File: config.mk
export PLATFORM = sky130hd
export DESIGN_NAME = iocfg_bank
export DESIGN_NICKNAME = d
export VERILOG_FILES = /design/src/iocfg_pkg.sv /design/src/iocfg_bank.sv
export SDC_FILE = /design/constraint.sdc
export NUM_CORES = 1
export LEC_CHECK = 0
export BUFFER_PORTS_ARGS = -buffer_cell sky130_fd_sc_hd__buf_2
export CORE_ASPECT_RATIO = 0.8
export CORE_MARGIN = 5
export CORE_UTILIZATION = 25
export DETAILED_ROUTE_END_ITERATION = 10
export HOLD_SLACK_MARGIN = 0.1
export PLACE_DENSITY = 0.48
export SYNTH_ARGS = -nofsm -noshare
export SYNTH_HDL_FRONTEND = slang
export SYNTH_SLANG_ARGS = --single-unit
export TNS_END_PERCENT = 20
File: constraint.sdc
create_clock -name CLK -period 5.2 [get_ports CLK]
set_clock_uncertainty 0.15 [all_clocks]
set_input_delay 0.26 -clock CLK [delete_from_list [all_inputs] [get_ports CLK]]
set_output_delay 0.26 -clock CLK [all_outputs]
set_load 0.05 [all_outputs]
File: src/iocfg_pkg.sv
// Constants and carrier types for the configuration register bank.
package iocfg_pkg;

  // ----------------------------------------------------------------------
  // Host port addresses and keys
  // ----------------------------------------------------------------------
  localparam logic [15:0] PORT_LO_ENABLE = 16'h0250;
  localparam logic [15:0] PORT_LO_INDEX = 16'h0251;
  localparam logic [15:0] PORT_LO_DATA = 16'h0252;
  localparam logic [15:0] PORT_HI_ENABLE = 16'h03f0;
  localparam logic [15:0] PORT_HI_DATA = 16'h03f1;
  localparam logic [7:0] KEY_LO_0 = 8'h88;
  localparam logic [7:0] KEY_LO_1 = 8'h89;
  localparam logic [7:0] KEY_HI_0 = 8'h86;
  localparam logic [7:0] KEY_HI_1 = 8'h87;
  localparam logic [7:0] EXIT_HI = 8'haa;

  // ----------------------------------------------------------------------
  // Register map: index, writable bits and reset value per register
  // ----------------------------------------------------------------------
  localparam int NUM_REGS = 8;
  localparam logic [7:0] IDX_PAR_MODE_PWR = 8'h00;
  localparam logic [7:0] IDX_DRIVE_SWAP = 8'h01;
  localparam logic [7:0] IDX_RSVD_TWO = 8'h02;
  localparam logic [7:0] IDX_PROTO_CLK = 8'h03;
  localparam logic [7:0] IDX_PORT_PWR = 8'h04;
  localparam logic [7:0] IDX_ECP_THR = 8'h05;
  localparam logic [7:0] IDX_FLOPPY_SEL = 8'h06;
  localparam logic [7:0] IDX_DRIVE_TYPE = 8'h07;
  localparam logic [0:7][7:0] REG_WMASK = '{8'h0d, 8'h80, 8'h00, 8'h23,
                                           8'hbb, 8'h0f, 8'h3a, 8'hff};
  localparam logic [0:7][7:0] REG_RESET = '{8'h00, 8'h00, 8'h00, 8'h30,
                                           8'h00, 8'h00, 8'h00, 8'h00};

  // ----------------------------------------------------------------------
  // Field positions
  // ----------------------------------------------------------------------
  localparam int B_LEGACY_PD = 0;
  localparam int B_PMODE_LO = 2;
  localparam int B_DRIVE_SWAP = 7;
  localparam int B_EPP_VER = 5;
  localparam int B_UART_A_MIDI = 1;
  localparam int B_UART_B_MIDI = 0;
  localparam int B_PAR_PD = 7;
  localparam int B_UA_PD = 5;
  localparam int B_UB_PD = 4;
  localparam int B_PAR_FLT = 3;
  localparam int B_UA_FLT = 1;
  localparam int B_UB_FLT = 0;
  localparam int B_FOUR_DRV = 5;
  localparam int B_PULLUP_DIS = 4;
  localparam int B_FDC_PD = 3;
  localparam int B_FDC_FLT = 1;
  localparam int B_DOR_MOTOR = 4;

  // UART clock dividers from the 24 MHz source.
  localparam logic [3:0] UART_DIV_STD = 4'hd;
  localparam logic [3:0] UART_DIV_MIDI = 4'hc;

  // Drive type field codes.
  localparam logic [1:0] TYPE_NORMAL = 2'h0;
  localparam logic [1:0] TYPE_1M2 = 2'h1;
  localparam logic [1:0] TYPE_1M44 = 2'h2;
  localparam logic [1:0] TYPE_720K = 2'h3;

  // ----------------------------------------------------------------------
  // Carrier types
  // ----------------------------------------------------------------------
  typedef struct packed {
    logic par_pd;
    logic par_float;
    logic uart_a_pd;
    logic uart_a_float;
    logic uart_b_pd;
    logic uart_b_float;
    logic fdc_pd;
    logic fdc_float;
  } iocfg_pwr_t;

  typedef struct packed {
    logic motor_on_a_n;
    logic motor_on_b_n;
    logic drive_select_a_n;
    logic drive_select_b_n;
  } iocfg_drv_t;

endpackage

File: src/iocfg_bank.sv
// Indexed configuration register bank with key-protected host access.
`timescale 1ns/10ps
// Operation
// - Host writes index port, then data port reaches the selected register.
// - Index port is write-only, at 251H or 3F0H per entry method.
// - Data port reads and writes the indexed register, at 252H or 3F1H.
// - Three-bit parallel mode code selects normal, floppy, EPP, ECP modes.
// - Register 0 bit 0 stops the clock for legacy power-down.
// - Register 1 bit 7 swaps floppy drives A and B.
// - Register 3 bit 5 picks EPP version, 1.7 at reset.
// - Register 3 bit 1 sets first UART divider, 13 or 12.
// - Register 3 bit 0 sets second UART divider, 13 or 12.
// - Register 4 bits 7,5,4 power down parallel, UART A, UART B.
// - Register 4 bits 3,1,0 float those outputs while powered down.
// - Register 5 low nibble holds ECP FIFO threshold, reset zero.
// - Register 6 bit 5 picks two-drive or four-drive encoding.
// - Four-drive mode encodes selected drive; both motors low if any motor.
// - Register 6 bit 4 disables floppy input pull-ups when set.
// - Register 6 bit 3 powers down floppy; bit 1 floats its outputs.
// - Register 7 holds two-bit type fields for drives D, C, B, A.
// - Normal type: reduced write current low means 250, high 500 Kb/s.
// - Three-mode: low 1.2 MB, high 1.44 MB, code 11 720 KB.
// - A non-key write leaves the mode; at 3F0H it must be AAH.
// - With the lock input set, all register reads and writes are blocked.
// - Registers reset only on the cold reset pin.
module iocfg_bank (
  // Clock and cold reset
  input wire logic CLK,
  input wire logic RST,
  // Host I/O cycle, strobes active low and synchronous
  input wire logic [15:0] IO_ADDR,
  input wire logic IO_WRITE_N,
  input wire logic IO_READ_N,
  input wire logic [7:0] IO_DATA_IN,
  output logic [7:0] IO_DATA_OUT,
  output logic IO_DATA_OE,
  // Settings held in registers outside this bank
  input wire logic [1:0] ENTRY_METHOD,
  input wire logic CONFIG_LOCK,
  input wire logic PARALLEL_MODE_BIT2,
  input wire logic THREE_MODE_DRIVE_ENABLE,
  // Floppy controller status
  input wire logic [7:0] DIGITAL_OUTPUT_REG,
  input wire logic DATA_RATE_HIGH,
  // Mode and power outputs
  output logic CONFIG_MODE_ACTIVE,
  output logic [2:0] PARALLEL_MODE,
  output logic EXTERNAL_FLOPPY_MODE,
  output logic EXTERNAL_DUAL_FLOPPY_MODE,
  output logic PARALLEL_EPP_EN,
  output logic PARALLEL_ECP_EN,
  output logic LEGACY_POWER_DOWN,
  output logic DRIVE_SWAP,
  output logic EPP_VERSION_SELECT,
  output logic [3:0] UART_A_DIVIDER,
  output logic [3:0] UART_B_DIVIDER,
  output iocfg_pkg::iocfg_pwr_t POWER_CTRL,
  output logic [3:0] ECP_FIFO_LEVEL,
  output logic FOUR_DRIVE_SELECT,
  output logic FLOPPY_PULLUP_DISABLE,
  // Floppy drive pins
  output iocfg_pkg::iocfg_drv_t DRIVE_PINS,
  output logic REDUCED_WRITE_CURRENT_N,
  output logic MEDIA_720K
);
  import iocfg_pkg::*;

  typedef enum {ST_IDLE, ST_KEY_SEEN, ST_EXTENDED} iocfg_state_t;

  iocfg_state_t state_q;
  logic [7:0] index_q;
  logic [0:7][7:0] regs_q;
  logic wr_prev_q;
  logic wr_pulse;
  logic at_hi;
  logic [7:0] key;
  logic hit_enable;
  logic hit_index;
  logic hit_data;
  logic reg_ok;
  logic [2:0] reg_sel;
  logic [1:0] drv_sel;
  logic [3:0] rwc_n_drv;
  logic [3:0] is_720k;

  // ----------------------------------------------------------------------
  // Host cycle decode
  // ----------------------------------------------------------------------

  // A write acts once, on the first cycle its strobe is seen low.
  assign wr_pulse = !IO_WRITE_N && wr_prev_q;
  assign at_hi = ENTRY_METHOD[1];
  // Entry key chosen by the method select.
  always_comb begin
    case (ENTRY_METHOD)
      2'h0: key = KEY_LO_0;
      2'h1: key = KEY_LO_1;
      2'h2: key = KEY_HI_0;
      default: key = KEY_HI_1;
    endcase
  end
  assign hit_enable = IO_ADDR == (at_hi ? PORT_HI_ENABLE : PORT_LO_ENABLE);
  assign hit_index = at_hi ? (IO_ADDR == PORT_HI_ENABLE)
                           : (IO_ADDR == PORT_LO_INDEX);
  assign hit_data = IO_ADDR == (at_hi ? PORT_HI_DATA : PORT_LO_DATA);
  assign reg_ok = state_q == ST_EXTENDED && !CONFIG_LOCK
                  && index_q < 8'(NUM_REGS);
  assign reg_sel = index_q[2:0];

  // Write strobe edge tracking.
  always_ff @(posedge CLK or posedge RST) begin
    if (RST) begin
      wr_prev_q <= 1'b1;
    end else begin
      wr_prev_q <= IO_WRITE_N;
    end
  end

  // ----------------------------------------------------------------------
  // Extended mode entry and exit
  // ----------------------------------------------------------------------

  // At 3F0H the enable and index ports share one address, so once in
  // extended mode only the exit value leaves; other values are indexes.
  always_ff @(posedge CLK or posedge RST) begin
    if (RST) begin
      state_q <= ST_IDLE;
    end else if (wr_pulse) begin
      case (state_q)
        ST_IDLE: begin
          if (hit_enable && IO_DATA_IN == key) begin
            state_q <= at_hi ? ST_KEY_SEEN : ST_EXTENDED;
          end
        end
        ST_KEY_SEEN: begin
          if (hit_enable && IO_DATA_IN == key) begin
            state_q <= ST_EXTENDED;
          end else begin
            state_q <= ST_IDLE;
          end
        end
        ST_EXTENDED: begin
          if (at_hi && hit_enable && IO_DATA_IN == EXIT_HI) begin
            state_q <= ST_IDLE;
          end else if (!at_hi && hit_enable && IO_DATA_IN != key) begin
            state_q <= ST_IDLE;
          end
        end
        default: state_q <= ST_IDLE;
      endcase
    end
  end

  // ----------------------------------------------------------------------
  // Index and register storage
  // ----------------------------------------------------------------------

  always_ff @(posedge CLK or posedge RST) begin
    if (RST) begin
      index_q <= 8'h00;
    end else if (wr_pulse && hit_index && state_q == ST_EXTENDED
                 && !CONFIG_LOCK
                 && !(at_hi && IO_DATA_IN == EXIT_HI)) begin
      index_q <= IO_DATA_IN;
    end
  end

  // One register per index; only documented bits can ever be set.
  for (genvar g = 0; g < NUM_REGS; g++) begin : g_reg
    always_ff @(posedge CLK or posedge RST) begin
      if (RST) begin
        regs_q[g] <= REG_RESET[g] & REG_WMASK[g];
      end else if (wr_pulse && hit_data && reg_ok
                   && reg_sel == 3'(g)) begin
        regs_q[g] <= IO_DATA_IN & REG_WMASK[g];
      end
    end
  end

  // Read data follows the indexed register while the read strobe is low.
  always_ff @(posedge CLK or posedge RST) begin
    if (RST) begin
      IO_DATA_OUT <= 8'h00;
    end else if (!IO_READ_N && hit_data && reg_ok) begin
      IO_DATA_OUT <= regs_q[reg_sel];
    end
  end

  assign IO_DATA_OE = !IO_READ_N && hit_data && reg_ok;
  assign CONFIG_MODE_ACTIVE = state_q == ST_EXTENDED;

  // ----------------------------------------------------------------------
  // Function settings
  // ----------------------------------------------------------------------

  always_comb begin
    PARALLEL_MODE = {PARALLEL_MODE_BIT2,
                     regs_q[IDX_PAR_MODE_PWR][B_PMODE_LO +: 2]};
    EXTERNAL_FLOPPY_MODE = PARALLEL_MODE == 3'h1;
    EXTERNAL_DUAL_FLOPPY_MODE = PARALLEL_MODE == 3'h3;
    PARALLEL_EPP_EN = PARALLEL_MODE == 3'h5 || PARALLEL_MODE == 3'h7;
    PARALLEL_ECP_EN = PARALLEL_MODE == 3'h6 || PARALLEL_MODE == 3'h7;
  end

  assign LEGACY_POWER_DOWN = regs_q[IDX_PAR_MODE_PWR][B_LEGACY_PD];
  assign DRIVE_SWAP = regs_q[IDX_DRIVE_SWAP][B_DRIVE_SWAP];
  assign EPP_VERSION_SELECT = regs_q[IDX_PROTO_CLK][B_EPP_VER];
  assign UART_A_DIVIDER = regs_q[IDX_PROTO_CLK][B_UART_A_MIDI]
                          ? UART_DIV_MIDI : UART_DIV_STD;
  assign UART_B_DIVIDER = regs_q[IDX_PROTO_CLK][B_UART_B_MIDI]
                          ? UART_DIV_MIDI : UART_DIV_STD;

  // Float only applies while the same function is powered down.
  always_comb begin
    POWER_CTRL.par_pd = regs_q[IDX_PORT_PWR][B_PAR_PD];
    POWER_CTRL.uart_a_pd = regs_q[IDX_PORT_PWR][B_UA_PD];
    POWER_CTRL.uart_b_pd = regs_q[IDX_PORT_PWR][B_UB_PD];
    POWER_CTRL.par_float = POWER_CTRL.par_pd
                           && regs_q[IDX_PORT_PWR][B_PAR_FLT];
    POWER_CTRL.uart_a_float = POWER_CTRL.uart_a_pd
                              && regs_q[IDX_PORT_PWR][B_UA_FLT];
    POWER_CTRL.uart_b_float = POWER_CTRL.uart_b_pd
                              && regs_q[IDX_PORT_PWR][B_UB_FLT];
    POWER_CTRL.fdc_pd = regs_q[IDX_FLOPPY_SEL][B_FDC_PD];
    POWER_CTRL.fdc_float = POWER_CTRL.fdc_pd
                           && regs_q[IDX_FLOPPY_SEL][B_FDC_FLT];
  end

  assign ECP_FIFO_LEVEL = regs_q[IDX_ECP_THR][3:0];
  assign FOUR_DRIVE_SELECT = regs_q[IDX_FLOPPY_SEL][B_FOUR_DRV];
  assign FLOPPY_PULLUP_DISABLE = regs_q[IDX_FLOPPY_SEL][B_PULLUP_DIS];

  // ----------------------------------------------------------------------
  // Drive pins
  // ----------------------------------------------------------------------

  assign drv_sel = DIGITAL_OUTPUT_REG[1:0];

  // Pins are registered so the drive cable sees no decode glitches.
  always_ff @(posedge CLK or posedge RST) begin
    if (RST) begin
      DRIVE_PINS <= '1;
    end else if (FOUR_DRIVE_SELECT) begin
      if (|DIGITAL_OUTPUT_REG[7:4]) begin
        // Select A carries code bit 0 and select B code bit 1.
        DRIVE_PINS <= {2'b00, drv_sel[0], drv_sel[1]};
      end else begin
        DRIVE_PINS <= '1;
      end
    end else begin
      DRIVE_PINS.motor_on_a_n <= !(DIGITAL_OUTPUT_REG[B_DOR_MOTOR]
                                   && drv_sel == 2'h0);
      DRIVE_PINS.drive_select_a_n <= !(DIGITAL_OUTPUT_REG[B_DOR_MOTOR]
                                       && drv_sel == 2'h0);
      DRIVE_PINS.motor_on_b_n <= !(DIGITAL_OUTPUT_REG[B_DOR_MOTOR + 1]
                                   && drv_sel == 2'h1);
      DRIVE_PINS.drive_select_b_n <= !(DIGITAL_OUTPUT_REG[B_DOR_MOTOR + 1]
                                       && drv_sel == 2'h1);
    end
  end

  for (genvar d = 0; d < 4; d++) begin : g_type
    logic [1:0] fld;
    assign fld = regs_q[IDX_DRIVE_TYPE][2*d +: 2];
    always_comb begin
      is_720k[d] = 1'b0;
      if (!THREE_MODE_DRIVE_ENABLE || fld == TYPE_NORMAL) begin
        rwc_n_drv[d] = DATA_RATE_HIGH;
      end else begin
        case (fld)
          TYPE_1M2: rwc_n_drv[d] = 1'b0;
          TYPE_1M44: rwc_n_drv[d] = 1'b1;
          default: begin
            rwc_n_drv[d] = 1'b1;
            is_720k[d] = 1'b1;
          end
        endcase
      end
    end
  end

  // The selected drive's field steers the write current pin.
  always_ff @(posedge CLK or posedge RST) begin
    if (RST) begin
      REDUCED_WRITE_CURRENT_N <= 1'b0;
      MEDIA_720K <= 1'b0;
    end else begin
      REDUCED_WRITE_CURRENT_N <= rwc_n_drv[drv_sel];
      MEDIA_720K <= is_720k[drv_sel];
    end
  end

endmodule

# [Word-level counts from Yosys, hierarchy flattened]
# Cells that the tools add are included.
[totals] register_bits=84 wordCells=150 in_bits=42
[op_classes] n_reduce_logical=58 n_eq_ne=34 mux=37 order_cmp=3 bitwise_logic=1
[op_table] cell="2-to-1 mux 32 bit" n=3
[op_table] cell="one-hot mux 32 bit (3 select lines)" n=1
[op_table] cell="== test 16 x 10 -> 1 bit" n=2
[op_table] cell="== test 16 x 10 -> 1 bit (second input constant)" n=2
[op_table] cell="== test 32 x 1 -> 1 bit (second input constant)" n=1
[op_table] cell="== test 32 x 2 -> 1 bit (second input constant)" n=1
[op_table] cell="== test 32 x 3 -> 1 bit (second input constant)" n=1
[op_table] cell="zero test 32 bit" n=1
[op_table] cell="logical AND 1 bit" n=30
[op_table] cell="binary-select mux 8 bit (select 3 bit)" n=1
[op_table] cell="== test 3 bit (second input constant)" n=7
[op_table] cell="2-to-1 mux 1 bit" n=21
[op_table] cell="2-to-1 mux 9 bit" n=2
[op_table] cell="2-to-1 mux 8 bit" n=2
[op_table] cell="== test 2 x 1 -> 1 bit (second input constant)" n=6
[op_table] cell="zero test 2 bit" n=6
[op_table] cell="one-hot mux 4 bit (3 select lines)" n=1
[op_table] cell="== test 2 bit (second input constant)" n=5
[op_table] cell="== test 8 bit" n=1
[op_table] cell="== test 8 bit (second input constant)" n=1
[op_table] cell="zero test 1 bit" n=8
[op_table] cell="< comparator 8 x 4 -> 1 bit (second input constant)" n=1
[op_table] cell="2-to-1 mux 4 bit" n=2
[op_table] cell="!= test 8 bit" n=1
[op_table] cell="other kinds (14)" n=26

# [Longest topological paths before layout]
# Gate-level depths: netlist (run 1).
[depth] word_depth=7 ltp_mapped=6 depth_no_buf=6

# [Worst setup path after synthesis (run 1)]
# Ideal clock, no wire load.
[synth_path] kind="reg-to-reg" start="reg index_q[6]" end="reg IO_DATA_OUT[0]" required_ps=4922 path_stages_with_launch=6 arrival_time_ps=2059 slack_ps=2863 cell_sequence="dfrtp_1 -> or4_1 -> a211oi_2 -> and4_1 -> buf_4 -> mux2_1"
[synth_via] elab_chain_cells=3
[synth_rtl] item="start: declaration" line_no="iocfg_bank.sv:71" source="logic [7:0] index_q;"
[synth_rtl] item="start signal: assignment" line_no="iocfg_bank.sv:160" source="index_q <= 8'h00;"
[synth_rtl] item="start signal: assignment" line_no="iocfg_bank.sv:164" source="index_q <= IO_DATA_IN;"
[synth_rtl] item="< comparator 8 x 4 -> 1 bit" line_no="iocfg_bank.sv:107" source="&& index_q < 8'(NUM_REGS);"
[synth_rtl] item="logical AND 1 bit" line_no="iocfg_bank.sv:107"
[synth_rtl] item="logical AND 1 bit"
[synth_rtl] item="via IO_DATA_OE" line_no="iocfg_bank.sv:36" source="output logic IO_DATA_OE,"
[synth_rtl] item="end signal: assignment" line_no="iocfg_bank.sv:185" source="IO_DATA_OUT <= regs_q[reg_sel];"
[synth_rtl] item="end: declaration" line_no="iocfg_bank.sv:35" source="output logic [7:0] IO_DATA_OUT,"
# The timed path passes the listed nets, and every way through them passes these cells.
# A chain may end at the register's enable or synchronous reset.

# [Worst setup path after layout (run 1)]
[layout_path] start="reg index_q[6]" end="out IO_DATA_OE"
[layout_via] elab_chain_cells=3
[layout_rtl] item="< comparator 8 x 4 -> 1 bit" line_no="iocfg_bank.sv:107"
[layout_rtl] item="logical AND 1 bit" line_no="iocfg_bank.sv:107"
[layout_rtl] item="logical AND 1 bit" line_no="iocfg_bank.sv:189" source="assign IO_DATA_OE = !IO_READ_N && hit_data && reg_ok;"
[layout_rtl] item="end: declaration" line_no="iocfg_bank.sv:36"
# Every way passes these cells.

==> results of run 1 <==
worst register-to-register path, cell delays in order (launching register included):
cell      delay (ns)
dfrtp_1         0.37
or4_1           0.55
a211oi_2        0.53
and4_1          0.55
mux2_1          0.37
final cells by class:
type / count / area share, %
Clock buffer: 6 / 3.44
Clock inverter: 1 / 0.200
Inverter: 15 / 1.50
Multi-Input combinational cell: 175 / 40.9
Sequential cell: 54 / 36.2
Tap cell: 152 / 5.07
Timing Repair Buffer: 88 / 12.6
logic make-up (layout without fill, tap and decap cells):
group | Yosys count | count (layout)
buf+inv | 40 | 110
compound gates | 33 | 33
simple gates | 72 | 72
fa+ha+maj | 8 | 8
flops | 54 | 54
xor+xnor | 2 | 2
mux | 54 | 54
other cells | 2 | 6
sequential cells by signal, indices dropped and copies added (netlist names), 2 cells and up:
| signal | flops |
|---|---|
| DRIVE_PINS | 4 |
| index_q | 8 |
| PARALLEL_MODE | 2 |
| state_q | 2 |
| ECP_FIFO_LEVEL | 4 |
| POWER_CTRL | 4 |
| IO_DATA_OUT | 8 |
| g_type.fld | 8 |
| regs_q | 6 |
path summary, 6_finish.rpt:
check	startpoint	to	cells after the start
min reg2reg	IO_DATA_OUT[6]$_DFFE_PP0P_	IO_DATA_OUT[6]$_DFFE_PP0P_	1
min in group asynchronous	RST	REDUCED_WRITE_CURRENT_N$_DFF_PP0_	4
max in group asynchronous	RST	POWER_CTRL[5]$_DFFE_PP0P_	4
max reg2reg	index_q[6]$_DFFE_PP0P_	IO_DATA_OUT[1]$_DFFE_PP0P_	4
max	index_q[6]$_DFFE_PP0P_	IO_DATA_OE	4
min	DIGITAL_OUTPUT_REG[1]	MEDIA_720K$_DFF_PP0_	2
Yosys cell counts (6+ instances only):
cell	instances
and2_1	8
dfstp_2	6
dfrtp_1	48
inv_1	15
clkbuf_1	6
nor2_1	8
mux2_1	8
nand2_1	11
o21ai_0	6
buf_4	18
ha_1	8
mux2_2	38
layer usage:
metal  share of wire [%]  wire, um  GRT usage [%]
met3                 4.5       362           2.01
met4                 1.4       112           3.34
met2                  46      3700           16.5
met5                   0         0              0
met1                  48      3870           15.7
report_power, final:
group / switching (mW) / internal (mW)
registers: 0.000742 / 0.424
clock network: 0.142 / 0.176
logic: 0.0536 / 0.0243
total: 0.196 / 0.624
==> flow_metrics.tcl, run 1 <==
set metrics [dict create \
    synth.avg_cell_area_um2 11.7 \
    insertion_delay_ns 0.28 \
    clk_pin_slew_ns 0.07 \
    outcome "finished, final reports clean" \
    critPathKind "flip-flop to output port" \
    num_antenna_cells 0 \
    dp_cells 478 \
    antenna_found_initial 0 \
    synth_xor_xnor_area_share_pct 0.565 \
    fp.dieW_um 135 \
    crit_chain "or4_1 > a211oi_2 > and4_1 > buf_2" \
    timing.final.crit_share_pct 58.8 \
    final_common_cell "buf_2" \
    grtUsageTotal_pct 10.9 \
    dr.pass1.iters 4 \
    cts_tree "done" \
    cts_setup_buffers 0 \
    clockBufferDepth 2 \
    power.leakage_nw 1.87 \
    worst_ep_required_time_ns 4.79 \
    crit_path_top_delay_cell "or4_1" \
    synth_compound_area_share_pct 8.67 \
    dieArea_mm2 0.0148 \
    powerDensity_mw_per_mm2 219 \
    ioPinCount 90 \
    wl_per_cell_um 16.4 \
    route.detailed.drc 0 \
    drive_gt1_share_pct 42.8 \
    crit_path_end_kind "output port" \
    vias_per_cell 4.72 \
    multiInputGateArea_mm2 0.00153 \
    hp-class "input port to flip-flop" \
    grt_pass1_wl_um 12500 \
    crit_path_max_incr_delay_ns 0.55 \
    drtAntennaViolNets 0 \
    post_cts_resized 0 \
    synth_top_family_by_area "multiplexers" \
    drt_wl_total_um 8040 \
    maxSlewHeadroom_pct 53.3 \
    ys_warn_count 0 \
    tns_ns 0 \
    synthFlopType "dfrtp_1" \
    instances_no_fill 491 \
    grt_max_degree 55 \
    final_hold_viol_count 0 \
    synth_fa_ha_area_share_pct 3.23 \
    synth-simple-area-share_pct 15.8 \
    synth-edff-count 0 \
    hpwl_um 6270 \
    maxCapViolations 0 \
    ys_seq_elements 54 \
    hold_slack_ns 0.106 \
    clock-root-buffer "clkbuf_16" \
    drtIter0Drc 145 \
    post-place-ws_ns 2.43 \
    fillers 1267 \
    fin_ws_ns 2.14 \
    core-area_mm2 0.0122 \
    synth.area.mux_share_pct 20.5 \
    numPortBuffers 81 \
    yosysSeqAreaShare_pct 43.8 \
    rsz0062_at_grt "false" \
    cp_max_fo 9 \
    syn_inst 265 \
    area_growth_pct 20.8 \
    utilization_pct 30.8 \
    grt_remaining_overflow 0 \
    rrSetupSlack_ns 2.56 \
    cts_hold_buffers 6 \
    num-nets-final 389 \
    cts_made_buffers 5 \
    final_area_mm2 0.00375 \
    row_count 36 \
    die_y_um 110 \
    worst_pin_slew_ns 0.701 \
    total_power_uw 821 \
    synth.distinct_cells 55 \
    async_flop_share_pct 100 \
    globalplace.congestion 0.743 \
    synth_area_leaders "dfrtp_1 39%, mux2_2 14%, dfstp_2 5.1%" \
    cp_num_buf_inv 1 \
    htreeDepth 2 \
    place_area_mm2 0.00355 \
    syn-cell-area_mm2 0.00310 \
    cts_sinks 54 \
    setup_violations 0 \
    regArea_mm2 0.00136 \
    min_period_ns 3.06 \
    worstSetupStartpointType "flip-flop" \
    synth_top_area_share_pct 38.7 \
    vias 2317 \
    maxSlewViolCount 0 \
    ir_drop_mv 0.130 \
    grt_pass1_vias 2306 \
    synth_top_area_cell "dfrtp_1" \
    fmax_mhz 327 \
    initial_utilization_pct 25.5 \
    final_cell_mix "81 x buf_2, 48 x dfrtp_1, 38 x mux2_2" \
    cp_top_family "simple AND/OR/NAND/NOR gates" \
    cp_data_arrival_time_ns 2.65 \
]
Power figures use the tool's default switching activity.
==> run 2, diff against run 1 <==
--- a/config.mk
+++ b/config.mk
@@ -5,6 +5,7 @@
 export SDC_FILE = /design/constraint.sdc
 export NUM_CORES = 1
 export LEC_CHECK = 0
+export ABC_AREA = 1
 export BUFFER_PORTS_ARGS = -buffer_cell sky130_fd_sc_hd__buf_2
 export CORE_ASPECT_RATIO = 0.8
 export CORE_MARGIN = 5
==> constraint.sdc (replaced) <==
create_clock -name CLK -period 3.1 [get_ports CLK]
set_clock_uncertainty 0.15 [all_clocks]
set_input_delay 0.155 -clock CLK [delete_from_list [all_inputs] [get_ports CLK]]
set_output_delay 0.155 -clock CLK [all_outputs]
set_load 0.05 [all_outputs]
==> run 2 against run 1 <==
Against the previous run:
- first-iteration DRC count rose by 46%
- total power rose by 94%
- via count rose by 38%
- critical endpoint is now index_q[1]$_DFFE_PP0P_
- largest power group unchanged
==> flow_metrics.tcl, run 2 <==
set metrics [dict create \
    globalplace.congestion 0.824 \
    maxCapViolations 0 \
    fillers 1424 \
    numPortBuffers 81 \
    vias_per_cell 4.39 \
    ys_seq_elements 54 \
    tns_ns 0 \
    synth_top_area_share_pct 36.1 \
    syn_inst 465 \
    worstSetupStartpointType "flip-flop" \
    ioPinCount 90 \
    powerDensity_mw_per_mm2 384 \
    core-area_mm2 0.0130 \
    insertion_delay_ns 0.30 \
    worst_pin_slew_ns 0.637 \
    vias 3204 \
    cp_max_fo 16 \
    cts_tree "done" \
    synth_common_cells "160 x nand2_1, 60 x inv_1, 48 x dfrtp_1, 42 x nor2_1, 35 x nand3_1" \
    synth.avg_cell_area_um2 7.15 \
    grt_pass1_wl_um 16300 \
    final_hold_viol_count 0 \
    crit_path_end_kind "flip-flop" \
    maxSlewHeadroom_pct 57.5 \
    worst_ep_required_time_ns 3.16 \
    synth_area_leaders "dfrtp_1 36%, nand2_1 18%, inv_1 6.8%" \
    timing.final.crit_share_pct 76.2 \
    area_growth_pct 24.8 \
    drtAntennaViolNets 0 \
    async_flop_share_pct 100 \
    htreeDepth 2 \
    grtUsageTotal_pct 12.8 \
    multiInputGateArea_mm2 0.00156 \
    fmax_mhz 424 \
    rrSetupSlack_ns 0.74 \
    clock-root-buffer "clkbuf_16" \
    final_common_cell "nand2_1" \
    wl_per_cell_um 13.5 \
    num-nets-final 604 \
    cp_data_arrival_time_ns 2.42 \
    maxSlewViolCount 0 \
    synth.distinct_cells 35 \
    regArea_mm2 0.00136 \
    synth-edff-count 0 \
    cts_hold_buffers 20 \
    fp.dieW_um 139 \
    synth_top_area_cell "dfrtp_1" \
    yosysMostFrequentCell "nand2_1" \
    drive_gt1_share_pct 20.2 \
    setup_violations 0 \
    num_antenna_cells 0 \
    hp-class "input port to asynchronous set/reset pin" \
    clockBufferDepth 2 \
    die_y_um 113 \
    cts_setup_buffers 0 \
    antenna_found_initial 0 \
    syn-cell-area_mm2 0.00332 \
    dr.pass1.iters 5 \
    route.detailed.drc 0 \
    synthFlopType "dfrtp_1" \
    drt_wl_total_um 9850 \
    min_period_ns 2.36 \
    clk_pin_slew_ns 0.08 \
    grt_remaining_overflow 0 \
    drtIter0Drc 211 \
    ys_warn_count 0 \
    fin_ws_ns 0.739 \
    dieArea_mm2 0.0157 \
    grt_pass1_vias 3096 \
    grt_max_degree 49 \
    outcome "finished, final reports clean" \
    yosysSeqAreaShare_pct 40.9 \
    final_cell_mix "160 x nand2_1, 81 x buf_2, 59 x inv_1" \
    post-place-ws_ns 0.719 \
    instances_no_fill 730 \
    cts_sinks 54 \
    row_count 37 \
    post_cts_resized 0 \
    power.leakage_nw 2.22 \
    ir_drop_mv 0.194 \
    cts_made_buffers 5 \
    rsz0062_at_grt "false" \
    dp_cells 702 \
    critPathKind "flip-flop to flip-flop" \
    initial_utilization_pct 25.6 \
    hpwl_um 7630 \
]
[run 2: changes by cell type after synthesis, moves of 5 or more]
cell      change
nand2_1     +149
buf_2         +5
nand3_1      +34
inv_1        +45
and2_1        -7
nand2b_1      -5
a21oi_1       +5
nor2_1       +34
mux2_2       -38
mux2_1        -8
clkbuf_1      -6
o21ai_0      +15
mux2i_1       -5
[run 2: final cells by class]
class / count / share of cell area [%]
Clock buffer: 6 / 3.35
Tap cell: 175 / 5.28
Clock inverter: 2 / 0.422
Timing Repair Buffer: 103 / 15.0
Multi-Input combinational cell: 329 / 37.7
Inverter: 61 / 5.52
Sequential cell: 54 / 32.8
[run 2: report_power, final]
group	switching (mW)	internal, mW
sequential	0.0132	0.720
clock	0.279	0.325
combinational	0.178	0.0760
total	0.470	1.12
[run 2: critical path, cell delays in order (launching register included)]
cell and delay, ns:
dfstp_2 0.52, inv_1 0.04, nor2_2 0.34, inv_1 0.15
nor4_1 0.20, nand4_1 0.51, o21ai_0 0.37
[run 2: worst paths after layout]
| kind | from | end | cells past startpoint |
|---|---|---|---|
| max | wr_prev_q$_DFF_PP1_ | index_q[1]$_DFFE_PP0P_ | 6 |
| min | RST | MEDIA_720K$_DFF_PP0_ | 3 |
| max reg2reg | wr_prev_q$_DFF_PP1_ | index_q[1]$_DFFE_PP0P_ | 6 |
| min reg2reg | EPP_VERSION_SELECT$_DFFE_PP1P_ | EPP_VERSION_SELECT$_DFFE_PP1P_ | 2 |
| max in group asynchronous | RST | regs_q[32]$_DFFE_PP0P_ | 4 |
| min in group CLK | DATA_RATE_HIGH | REDUCED_WRITE_CURRENT_N$_DFF_PP0_ | 4 |
[run 2: logic make-up after synthesis]
kind of cell	share of synthesized area, %
and+or+nand+nor	35.4
buffers and inverters	12.5
DFF	40.9
AOI/OAI and AO/OA	7.94
adders and majority gates	3.01
other	0.226
[run 2: through the flow]
step | hold slack [ns] | utilization, % | cell area [um2] | power [mW]
3_3_place_gp | -0.0993 | 29.2 | 3790 | 0.979
4_1_cts | 0.135 | 32.0 | 4150 | 1.61
5_1_grt | 0.168 | 32.0 | 4150 | 1.67
6_report | 0.138 | 32.0 | 4150 | 1.59
3_5_place_dp | -0.0998 | 29.2 | 3790 | 0.983
2_1_floorplan | 0.00948 | - | 3340 | 0.912
[run 2: metal layers]
metal / GRT usage (%) / wire length [um] / vias to the layer above
met1: 18.3 / 4980 / 1476
met5: 0 / 0 / -
met3: 2.87 / 471 / 11
met4: 3.59 / 129 / 0
met2: 19.4 / 4270 / 78
li1: - / - / 1639
==> run 3, diff against run 2 <==
--- a/config.mk
+++ b/config.mk
@@ -12,7 +12,7 @@
 export CORE_UTILIZATION = 25
 export DETAILED_ROUTE_END_ITERATION = 10
 export HOLD_SLACK_MARGIN = 0.1
-export PLACE_DENSITY = 0.48
+export PLACE_DENSITY = 0.5
 export SYNTH_ARGS = -nofsm -noshare
 export SYNTH_HDL_FRONTEND = slang
 export SYNTH_SLANG_ARGS = --single-unit
==> constraint.sdc (replaced) <==
create_clock -name CLK -period 2 [get_ports CLK]
set_clock_uncertainty 0.15 [all_clocks]
set_input_delay 0.1 -clock CLK [delete_from_list [all_inputs] [get_ports CLK]]
set_output_delay 0.1 -clock CLK [all_outputs]
set_load 0.05 [all_outputs]
==> run 3 against run 2 <==
Against the previous run:
- hold slack worse by 0.0086 ns
- die area unchanged
- register-to-register slack worse by 0.54 ns
- via count up 3.7%
- cell count up 3.0%
- combinational power up 69%
- clock-buffer cell count up 1
- first-iteration DRC count down 14%
- clock power up 56%
==> flow_metrics.tcl, run 3 (synthesis gave the netlist of run 2 again) <==
set metrics [dict create \
    antenna_found_initial 0 \
    instances_no_fill 752 \
    met3_usage_pct 2.92 \
    drt_wl_total_um 9880 \
    fp.dieW_um 139 \
    cts_made_buffers 5 \
    clk_pin_slew_ns 0.07 \
    drive_gt1_share_pct 23.2 \
    initial_utilization_pct 25.6 \
    ioPinCount 90 \
    row_count 37 \
    top_usage_layer "met2" \
    htreeDepth 2 \
    dp_cells 715 \
    cp_max_fo 2 \
    power.leakage_nw 2.33 \
    timing.final.crit_share_pct 98.9 \
    num-nets-final 626 \
    worstSetupStartpointType "input port" \
    core-area_mm2 0.0130 \
    ir_drop_mv 0.318 \
    grt_pass1_vias 3122 \
    insertion_delay_ns 0.30 \
    cts_sinks 54 \
    outcome "finished, final reports clean" \
    route.detailed.drc 0 \
    critPathKind "input port to flip-flop" \
    clockBufferDepth 2 \
    worst_ep_required_time_ns 2.07 \
    fillers 1412 \
    grt_max_degree 55 \
    clock-root-buffer "clkbuf_16" \
    dr.pass1.iters 4 \
    maxSlewViolCount 0 \
    tns_ns 0 \
    globalplace.congestion 0.820 \
    grtUsageMet2_pct 19.3 \
    cp_data_arrival_time_ns 2.05 \
    maxCapViolations 0 \
    cts_tree "done" \
    use_met1_pct 17.5 \
    setup_violations 0 \
    die_y_um 113 \
    hpwl_um 7510 \
    drtIter0Drc 181 \
    wl_per_cell_um 13.1 \
    final_hold_viol_count 0 \
    dieArea_mm2 0.0157 \
    crit_path_end_kind "flip-flop" \
    min_period_ns 1.98 \
    drtAntennaViolNets 0 \
    grt_pass1_wl_um 15900 \
    hp-class "input port to flip-flop" \
    rsz0062_at_grt "true" \
    vias 3321 \
    powerDensity_mw_per_mm2 572 \
    grt_remaining_overflow 0 \
    final_cell_mix "157 x nand2_1, 80 x buf_2, 59 x inv_1" \
    vias_per_cell 4.42 \
    final_common_cell "nand2_1" \
    grtUsageTotal_pct 12.4 \
    num_antenna_cells 0 \
    fmax_mhz 506 \
    rrSetupSlack_ns 0.20 \
    numPortBuffers 81 \
    area_growth_pct 31.7 \
]
==> run 3: through the flow <==
stage | utilization (%) | power (mW) | cell area (um2) | setup slack (ns) | hold WS, ns
after global placement | 30.1 | 1.53 | 3900 | 0.168 | 0.0252
after floorplan | - | 1.41 | 3340 | 0.147 | -0.0455
after detailed placement | 30.1 | 1.54 | 3900 | 0.134 | 0.0335
after global routing | 33.8 | 2.62 | 4380 | -0.0108 | 0.183
final | 33.8 | 2.50 | 4380 | 0.0227 | 0.129
after CTS | 33.1 | 2.51 | 4290 | 0.00735 | -0.0530
==> run 3: final cells by class <==
type                            instances  area (um2)  area share (%)
Clock buffer                            7         153            3.49
Clock inverter                          1        8.76           0.200
Inverter                               61         229            5.23
Multi-Input combinational cell        329        1580            36.2
Sequential cell                        54        1360            31.1
Tap cell                              175         219            5.00
Timing Repair Buffer                  125         825            18.8
==> run 3: what timing repair did <==
item | CTS | global route
hold buffers | 22 | 6
resized for setup | 2 | 8
setup buffers | 0 | 2
endpoints found under the hold margin | 101 | 3
setup endpoints to repair | 1 | 10
pin swaps | 0 | 3
==> run 3: routing by layer <==
layer | wire, um | vias up
met5 | 0 | -
met2 | 4360 | 110
met3 | 617 | 6
li1 | - | 1679
met1 | 4830 | 1526
met4 | 76 | 0
==> run 3: worst paths after layout <==
kind	from	endpoint	cells after the start
worst max-delay path	DIGITAL_OUTPUT_REG[5]	DRIVE_PINS[2]$_DFF_PP1_	7
worst min-delay path	DIGITAL_OUTPUT_REG[0]	MEDIA_720K$_DFF_PP0_	4
worst max register to register	state_q[0]$_DFFE_PP0P_	g_type[0].fld[0]$_DFFE_PP0P_	11
worst min register to register	EPP_VERSION_SELECT$_DFFE_PP1P_	EPP_VERSION_SELECT$_DFFE_PP1P_	2
max in group asynchronous	RST	DRIVE_PINS[1]$_DFF_PP1_	4
min in group asynchronous	RST	IO_DATA_OUT[2]$_DFFE_PP0P_	4
==> run 3: worst max-delay path, stage by stage <==
cell and delay [ns]:
dlygate4sd3_1 0.53, buf_2 0.12, nand2_1 0.05, dlygate4sd3_1 0.57, nand2_2 0.07, nand2_1 0.05, dlygate4sd3_1 0.55
==> run 3: where the power goes <==
| group | switching [mW] | leakage (nW) | internal [mW] | total [mW] |
|---|---|---|---|---|
| combinational | 0.291 | 1.52 | 0.138 | 0.429 |
| sequential | 0.0184 | 0.725 | 1.12 | 1.13 |
| clock | 0.404 | 0.0801 | 0.536 | 0.940 |
